<file path="src/shutdown_pkg.sv">
// package: register map, field layout, reset values and encodings
package shutdown_pkg;
    // =========================================================
    // register offsets (byte addresses on the register bus)
    localparam logic [7:0] control_offset = 8'h00;
    localparam logic [7:0] irq_status_offset = 8'h04;
    localparam logic [7:0] irq_mask_offset = 8'h08;
    localparam logic [7:0] restart_offset = 8'h0C;
    // =========================================================
    // control register fields
    localparam int event_flag_bit = 7;
    localparam int source_hi = 6;
    localparam int source_lo = 4;
    localparam int ac_hi = 3;
    localparam int ac_lo = 2;
    localparam int bd_hi = 1;
    localparam int bd_lo = 0;
    // restart register fields
    localparam int auto_restart_bit = 0;
    // =========================================================
    // reset values
    localparam logic [7:0] control_reset = 8'h00;
    localparam logic [1:0] irq_mask_reset = 2'h0;
    localparam logic auto_restart_reset = 1'b0;
    // interrupt status bits
    localparam int irq_shutdown_bit = 0;
    localparam int irq_resume_bit = 1;
    // =========================================================
    // source select encodings
    localparam logic [2:0] src_off = 3'h0;
    localparam logic [2:0] src_cmp1 = 3'h1;
    localparam logic [2:0] src_cmp2 = 3'h2;
    localparam logic [2:0] src_fault = 3'h4;
    // pair shutdown state encodings
    localparam logic [1:0] pss_low = 2'h0;
    localparam logic [1:0] pss_high = 2'h1;
endpackage

</file>
<file path="src/pwm_fault_auto_shutdown.sv">
// file: auto-shutdown logic of a four-output pwm channel, apb slave
// Summary of operation
// - active enabled source sets event flag
// - flag holds until software or auto-restart
// - force enabled outputs immediately, no clock
// - a/c use bits 3:2, b/d bits 1:0
// - flag one means outputs held in shutdown
// - bits 6:4 select comparators and fault pin
// - a/c pair: 00 low, 01 high, 1x released
// - b/d pair: 00 low, 01 high, 1x released
// - shutdown is level based, persists while active
// - flag writes ignored while condition is active
// - outputs resume at next pwm period start
`timescale 1ns/1ps
`default_nettype none
module pwm_fault_auto_shutdown (
    input wire logic clk_sys,
    input wire logic reset_n,
    // apb slave
    input wire logic psel,
    input wire logic penable,
    input wire logic pwrite,
    input wire logic [7:0] paddr,
    input wire logic [31:0] pwdata,
    output logic [31:0] prdata,
    output logic pready,
    output logic pslverr,
    // fault sources
    input wire logic comparator1_result,
    input wire logic comparator2_result,
    input wire logic fault_input_pin_n,
    // pwm generator side
    input wire logic pwm_a,
    input wire logic pwm_b,
    input wire logic pwm_c,
    input wire logic pwm_d,
    input wire logic period_start,
    // output pins, enables low while driven
    output logic pwm_out_a,
    output logic pwm_out_a_oe_n,
    output logic pwm_out_b,
    output logic pwm_out_b_oe_n,
    output logic pwm_out_c,
    output logic pwm_out_c_oe_n,
    output logic pwm_out_d,
    output logic pwm_out_d_oe_n,
    output logic irq
);
    // =========================================================
    // state
    // trade-off: one 8-bit control word, so a write to the state
    // fields also tries the flag bit; the flag half may be refused
    logic [7:0] control_reg; // bit 7 is the event flag
    logic [7:0] control_next;
    logic [1:0] irq_status_reg; // sticky events, cleared on read
    logic [1:0] irq_status_next;
    logic [1:0] irq_mask_reg;
    logic [1:0] irq_mask_next;
    logic auto_restart_reg; // clear flag by hardware when fault goes
    logic auto_restart_next;
    logic held_reg; // outputs held until a period start
    logic held_next;
    logic [31:0] prdata_reg;
    logic [31:0] prdata_next;

    // synchronised source levels
    logic cmp1_sync;
    logic cmp2_sync;
    logic fault_n_sync;
    logic cond_sync; // selected condition, clock domain
    logic cond_async; // selected condition, raw
    logic shutdown_now; // drives the override
    logic wr_access;
    logic rd_access;
    logic rd_setup; // read setup cycle, loads the read data flop

    // =========================================================
    // source select decode, used for raw and synchronised levels
    // select bits act as an or-mask, so the combined codes need
    // no table of their own
    function automatic logic source_active(
        input logic [2:0] sel,
        input logic c1,
        input logic c2,
        input logic flt_n
    );
        logic hit;
        hit = 1'b0;
        if ((sel & shutdown_pkg::src_cmp1) != 3'h0 && c1) begin
            hit = 1'b1;
        end
        if ((sel & shutdown_pkg::src_cmp2) != 3'h0 && c2) begin
            hit = 1'b1;
        end
        if ((sel & shutdown_pkg::src_fault) != 3'h0 && !flt_n) begin
            hit = 1'b1;
        end
        return hit;
    endfunction

    // =========================================================
    // synchronisers for the three pins
    // the sources are not timed to this clock; two flops each keep
    // metastability out of the flag and status logic
    sync_two_stage sync_cmp1 (
        .clk_sys(clk_sys),
        .reset_n(reset_n),
        .async_in(comparator1_result),
        .sync_out(cmp1_sync)
    );
    sync_two_stage sync_cmp2 (
        .clk_sys(clk_sys),
        .reset_n(reset_n),
        .async_in(comparator2_result),
        .sync_out(cmp2_sync)
    );
    // reset value 0 would look like an active fault for two cycles;
    // invert around the synchroniser so reset means idle
    logic fault_sync_raw;
    sync_two_stage sync_fault (
        .clk_sys(clk_sys),
        .reset_n(reset_n),
        .async_in(!fault_input_pin_n),
        .sync_out(fault_sync_raw)
    );
    assign fault_n_sync = !fault_sync_raw;

    // =========================================================
    // condition levels
    // raw level for the pins, synchronised level for the registers
    always_comb begin
        cond_async = source_active(
            control_reg[shutdown_pkg::source_hi:shutdown_pkg::source_lo],
            comparator1_result, comparator2_result, fault_input_pin_n);
        cond_sync = source_active(
            control_reg[shutdown_pkg::source_hi:shutdown_pkg::source_lo],
            cmp1_sync, cmp2_sync, fault_n_sync);
    end

    // raw level forces at once; flag and hold keep it after it goes
    // limitation: a pulse shorter than one clock forces the pins
    // but may never reach the flag, so software can miss it
    assign shutdown_now = cond_async ||
        control_reg[shutdown_pkg::event_flag_bit] || held_reg;

    // =========================================================
    // apb decode: zero wait states, always ready
    assign wr_access = psel && penable && pwrite;
    assign rd_access = psel && penable && !pwrite;
    // setup cycle of a read: the read data flop is loaded here
    assign rd_setup = psel && !penable && !pwrite;
    // pready tied high: every transfer ends in its access cycle
    assign pready = 1'b1;

    // unmapped addresses answer with an error
    // only aligned word addresses are mapped; any other is an error
    always_comb begin
        if (paddr == shutdown_pkg::control_offset) begin
            pslverr = 1'b0;
        end else if (paddr == shutdown_pkg::irq_status_offset) begin
            pslverr = 1'b0;
        end else if (paddr == shutdown_pkg::irq_mask_offset) begin
            pslverr = 1'b0;
        end else if (paddr == shutdown_pkg::restart_offset) begin
            pslverr = 1'b0;
        end else begin
            pslverr = 1'b1;
        end
    end

    // =========================================================
    // next values for registers, flag and hold
    always_comb begin
        logic flag;
        logic set_event;
        logic resume_event;
        flag = control_reg[shutdown_pkg::event_flag_bit];
        control_next = control_reg;
        irq_mask_next = irq_mask_reg;
        auto_restart_next = auto_restart_reg;
        held_next = held_reg;
        irq_status_next = irq_status_reg;
        prdata_next = 32'h0;
        set_event = 1'b0;
        resume_event = 1'b0;
        // software writes; the flag bit only if condition gone
        if (wr_access) begin
            if (paddr == shutdown_pkg::control_offset) begin
                control_next[6:0] = pwdata[6:0];
                if (!cond_sync) begin
                    control_next[shutdown_pkg::event_flag_bit] =
                        pwdata[shutdown_pkg::event_flag_bit];
                end
            end else if (paddr == shutdown_pkg::irq_mask_offset) begin
                irq_mask_next = pwdata[1:0];
            end else if (paddr == shutdown_pkg::restart_offset) begin
                auto_restart_next = pwdata[shutdown_pkg::auto_restart_bit];
            end
        end
        // auto-restart clears the flag once the level is gone
        // without auto-restart only a software write clears the flag
        if (auto_restart_reg && flag && !cond_sync) begin
            control_next[shutdown_pkg::event_flag_bit] = 1'b0;
        end
        // hardware set wins over every clear
        // a clear in the same cycle as a fault loses; the fault is
        // still there, so the flag must stay
        if (cond_sync) begin
            control_next[shutdown_pkg::event_flag_bit] = 1'b1;
            set_event = !flag;
        end
        // a flag that falls leaves outputs held to the period edge
        // resuming mid period would send a runt pulse to the power
        // stage, so the hold waits for the next period start
        if (flag && !control_next[shutdown_pkg::event_flag_bit]) begin
            held_next = 1'b1;
        end else if (held_reg && period_start &&
                     !control_next[shutdown_pkg::event_flag_bit]) begin
            held_next = 1'b0;
            resume_event = 1'b1;
        end
        if (control_next[shutdown_pkg::event_flag_bit]) begin
            held_next = 1'b0;
        end
        // read data are taken in the setup cycle and stand in a flop
        // through the access cycle; zero wait states need no more
        if (rd_setup) begin
            if (paddr == shutdown_pkg::control_offset) begin
                prdata_next[7:0] = control_reg;
            end else if (paddr == shutdown_pkg::irq_status_offset) begin
                prdata_next[1:0] = irq_status_reg;
            end else if (paddr == shutdown_pkg::irq_mask_offset) begin
                prdata_next[1:0] = irq_mask_reg;
            end else if (paddr == shutdown_pkg::restart_offset) begin
                prdata_next[shutdown_pkg::auto_restart_bit] =
                    auto_restart_reg;
            end
        end
        // read-to-clear drops only the bits that the read reported;
        // an event that arrives between setup and access survives
        if (rd_access && paddr == shutdown_pkg::irq_status_offset) begin
            irq_status_next = irq_status_reg & ~prdata_reg[1:0];
        end
        // events set after the read clear so they are not lost
        if (set_event) begin
            irq_status_next[shutdown_pkg::irq_shutdown_bit] = 1'b1;
        end
        if (resume_event) begin
            irq_status_next[shutdown_pkg::irq_resume_bit] = 1'b1;
        end
    end

    // register everything
    // reset leaves shutdown disabled and no output held
    always_ff @(posedge clk_sys or negedge reset_n) begin
        if (!reset_n) begin
            control_reg <= shutdown_pkg::control_reset;
            irq_status_reg <= 2'h0;
            irq_mask_reg <= shutdown_pkg::irq_mask_reset;
            auto_restart_reg <= shutdown_pkg::auto_restart_reset;
            held_reg <= 1'b0;
            prdata_reg <= 32'h0;
        end else begin
            control_reg <= control_next;
            irq_status_reg <= irq_status_next;
            irq_mask_reg <= irq_mask_next;
            auto_restart_reg <= auto_restart_next;
            held_reg <= held_next;
            prdata_reg <= prdata_next;
        end
    end

    // read data straight from the flop; it is zero outside an access
    // because the flop is cleared at the edge that ends each read
    assign prdata = prdata_reg;

    // level interrupt: high while any unmasked sticky bit is set
    assign irq = |(irq_status_reg & irq_mask_reg);

    // =========================================================
    // pin pair overrides
    // both pairs share shutdown_now; only their state fields differ
    pair_override pair_ac (
        .shutdown_now(shutdown_now),
        .pss(control_reg[shutdown_pkg::ac_hi:shutdown_pkg::ac_lo]),
        .pwm_first(pwm_a),
        .pwm_second(pwm_c),
        .first_out(pwm_out_a),
        .first_oe_n(pwm_out_a_oe_n),
        .second_out(pwm_out_c),
        .second_oe_n(pwm_out_c_oe_n)
    );
    pair_override pair_bd (
        .shutdown_now(shutdown_now),
        .pss(control_reg[shutdown_pkg::bd_hi:shutdown_pkg::bd_lo]),
        .pwm_first(pwm_b),
        .pwm_second(pwm_d),
        .first_out(pwm_out_b),
        .first_oe_n(pwm_out_b_oe_n),
        .second_out(pwm_out_d),
        .second_oe_n(pwm_out_d_oe_n)
    );
endmodule
`default_nettype wire

</file>
<file path="src/sync_two_stage.sv">
// file: two flip-flop synchroniser for one level
`timescale 1ns/1ps
`default_nettype none
module sync_two_stage (
    input wire logic clk_sys,
    input wire logic reset_n,
    input wire logic async_in,
    output logic sync_out
);
    // =========================================================
    // synchroniser stages
    logic stage1_reg; // first stage, read only by the second
    logic stage1_next;
    logic stage2_reg;
    logic stage2_next;

    // next values: plain shift
    always_comb begin
        stage1_next = async_in;
        stage2_next = stage1_reg;
    end

    // register both stages
    always_ff @(posedge clk_sys or negedge reset_n) begin
        if (!reset_n) begin
            stage1_reg <= 1'b0;
            stage2_reg <= 1'b0;
        end else begin
            stage1_reg <= stage1_next;
            stage2_reg <= stage2_next;
        end
    end

    assign sync_out = stage2_reg;
endmodule
`default_nettype wire

</file>
<file path="src/pair_override.sv">
// file: combinational shutdown override for one pin pair
`timescale 1ns/1ps
`default_nettype none
module pair_override (
    input wire logic shutdown_now,
    input wire logic [1:0] pss,
    input wire logic pwm_first,
    input wire logic pwm_second,
    output logic first_out,
    output logic first_oe_n,
    output logic second_out,
    output logic second_oe_n
);
    // =========================================================
    // override: no clock in this path so the force is immediate
    always_comb begin
        first_out = pwm_first;
        second_out = pwm_second;
        first_oe_n = 1'b0;
        second_oe_n = 1'b0;
        if (shutdown_now) begin
            if (pss == shutdown_pkg::pss_low) begin
                first_out = 1'b0;
                second_out = 1'b0;
            end else if (pss == shutdown_pkg::pss_high) begin
                first_out = 1'b1;
                second_out = 1'b1;
            end else begin
                // 1x: release the pins, drive nothing
                first_out = 1'b0;
                second_out = 1'b0;
                first_oe_n = 1'b1;
                second_oe_n = 1'b1;
            end
        end
    end
endmodule
`default_nettype wire

</file>
<file path="config.mk">
export PLATFORM = sky130hd
export DESIGN_NAME = pwm_fault_auto_shutdown
export DESIGN_NICKNAME = d
export VERILOG_FILES = /design/src/shutdown_pkg.sv /design/src/pwm_fault_auto_shutdown.sv /design/src/sync_two_stage.sv /design/src/pair_override.sv
export SDC_FILE = /design/constraint.sdc
export NUM_CORES = 1
export LEC_CHECK = 0
export BUFFER_PORTS_ARGS = -buffer_cell sky130_fd_sc_hd__buf_4
export CAP_MARGIN = 40
export CORE_ASPECT_RATIO = 1.75
export CORE_MARGIN = 2
export CORE_UTILIZATION = 46
export CTS_BUF_LIST = sky130_fd_sc_hd__clkbuf_16
export DETAILED_ROUTE_END_ITERATION = 6
export GPL_TIMING_DRIVEN = 0
export MAX_ROUTING_LAYER = met4
export PLACE_DENSITY = 0.94
export REMOVE_ABC_BUFFERS = 1
export SETUP_SLACK_MARGIN = 0.3
export SLEW_MARGIN = 10
export SYNTH_ARGS = -nofsm -noshare
export SYNTH_HDL_FRONTEND = slang
export SYNTH_SLANG_ARGS = --single-unit
</file>
<file path="constraint.sdc">
create_clock -name clk_sys -period 2.93 [get_ports clk_sys]
set_clock_uncertainty 0.15 [all_clocks]
set_input_delay 0.1465 -clock clk_sys [delete_from_list [all_inputs] [get_ports clk_sys]]
set_output_delay 0.1465 -clock clk_sys [all_outputs]
set_load 0.005 [all_outputs]
</file>
==> out/qor.txt <==
Grt ovf: 0
Fin crit period: 2290 ps
FMAX: 437 MHz
Most used flip-flop cell after synthesis: dfrtp_1
Syn Std Cell Area: 1540 um2
CP required: 2630 ps
Vias in the first global route: 1197
Antenna Nets Post-Route: 0
Placed insts: 215
Largest area contributor in the netlist: dfrtp_1
First-pass GRT wire length: 6030 um
Largest net degree at the start of global routing: 29
Worst rel slew slack: 0.587
RD Place Congestion: 0.770
Largest cells by area after synthesis: dfrtp_1 46%, buf_4 13%, mux2_4 6.8%, mux2_2 5.1%, and2_1 3.3%
Place WS: 838 ps
Cells on Worst Hold Path: 3
Most frequent cells in the layout: 46 x buf_4, 28 x dfrtp_1, 25 x conb_1
Setup ws final: 641 ps
Num CTS Buffers: 3
Syn Area/Cell: 11.5 um2
Sequential share of the synthesized area: 0.456
Top cell type's share of synthesized area: 0.456
Setup TNS: 0 ps
CP delay by family, top: buffers and inverters
WL final: 4180 um
Most common cell after layout, fill and taps aside: buf_4
Clk buf depth: 2
Clock slew at reported path FFs: 70 ps
Sequential cell area: 701 um2
Fin. Hold Viols: 0
Final period utilization: 0.781
Worst hold path type: input port to register
RSZ-0062 raised after global routing: no
Via count: 1182
Number of setup violations in the final report: 0
Max Fanout on Critical Path: 6
Crit-path slowest cell: dlygate4sd3_1
Die area: 3830 um2
Ys Warns: 0
Initial drt markers: 31
Flops & latches, synth: 28
Layout cells sized above 1: 0.388
Critical path cell sequence: dlygate4sd3_1, buf_4, a211o_1, a221o_1, mux2_2, buf_4
Pre-antenna DRT Iters: 4
Critical Path Stages: 6
Async SR Flop Fraction: 1.00
Post-route total power: 0.000990 W
Pwr/cell area: 493 nW/um2
Die Ht: 80.4 um
Die width: 47.7 um
Peak supply drop: 0.000426 V
Port buffer count: 46
Clock latency on the worst-skew pair: 270 ps
Worst Tran Pin Value: 619 ps
Critical path class: input port to primary output
Final Max Slew Viols: 0
Status: finished, final reports clean
Max-Cap Viols: 0
DP HPWL: 2570 um
Core area: 3180 um2
CP Buf/Inv Count: 3
Fin nets: 242
Wirelength per Cell: 18.1 um
Initial core utilization: 0.483
Most frequent CP cell: buf_4
Worst endpoint data arrival time: 1990 ps
Total GRT Usage: 0.239
R2R depth: 3
Hold bufs inserted after CTS: 11
Final non-filler cell total: 231
Leakage: 1.01 nW
Filler cells: 236
Root Buffer: clkbuf_16
# IOs: 96
Crit start category: input port
Row cnt: 27
Post-DR vias/cell: 5.12
Clock sinks: 28
DRC viols: 0
Post-cts sizing count: 0
Worst Hold Launch: period_start
Multi-input gate area: 666 um2
Area Overhead vs Synth: 30.8%
Initial antenna violation count: 0
Number of flops mapped to enable cells by yosys: 0
Post-CTS Setup Inserts: 0
Worst Setup End Kind: primary output
Unique cell type count in the Yosys netlist: 35
CTS tree: yes
CP Launch Point: comparator2_result
RR Startpoint: control_reg[4]
Gate Count Post-Synth: 134
Diode count: 0
H-Tree Depth: 1
CP max stage delay: 550 ps
[kinds of logic after synthesis]
family | synth area share
flip-flops | 0.456
other | 0.00489
multiplexers | 0.134
AND/OR/NAND/NOR | 0.161
buffers and inverters | 0.166
AO/OA/AOI/OAI | 0.0766
[synth_stat cells, drive strengths merged (2+ instances only)]
library cell  number
a21oi              2
a311o              2
and2               8
buf               29
clkbuf             2
conb               2
dfrtp             28
inv                6
mux2              14
nand3              3
nand3b             2
nor2               2
nor2b              4
nor3               2
nor3b              2
nor4               3
o21ai              3
o41ai              2
or2                2
or3b               2
or4                2
[layout make-up]
type                            instances  area share
Timing Repair Buffer                   58       0.229
Sequential cell                        28       0.349
Inverter                                6      0.0112
Clock buffer                            3      0.0374
Clock inverter                          1      0.0150
Multi-Input combinational cell         92       0.331
Tap cell                               43      0.0268
[path summary, 6_finish.rpt]
path | endpoint | slack (ps)
min in group asynchronous | sync_cmp1.stage1_reg | 190
min reg2reg | sync_fault.sync_out | 200
max reg2reg | held_reg | 1220
min | irq_status_reg[1] | 60
max | pwm_out_d | 640
max in group asynchronous | irq_mask_reg[1] | 2180
[through the flow]
stage	hold WS [ps]	utilization	area, um2
floorplan	-299	-	1390
global placement	-74.1	0.563	1790
detailed placement	-72.2	0.563	1790
CTS	62.2	0.631	2000
global route	61.1	0.632	2010
finish	59.4	0.632	2010
[routing by layer]
metal / global-route usage / share of wire
met1: 0.230 / 0.34
met4: 0.127 / 0.037
met2: 0.419 / 0.56
met5: - / 0
met3: 0.0472 / 0.069
[power breakdown]
group | internal (W) | leakage [nW] | switching, W
combinational | 0.0000933 | 0.591 | 0.0000757
clock | 0.000272 | 0.0511 | 0.000134
sequential | 0.000398 | 0.370 | 0.0000160
[tightest hold or removal path, stage by stage]
cell,delay (ps)
buf_4,110
nand4b_1,90
o21ai_0,90
Power figures use the tool's default switching activity.
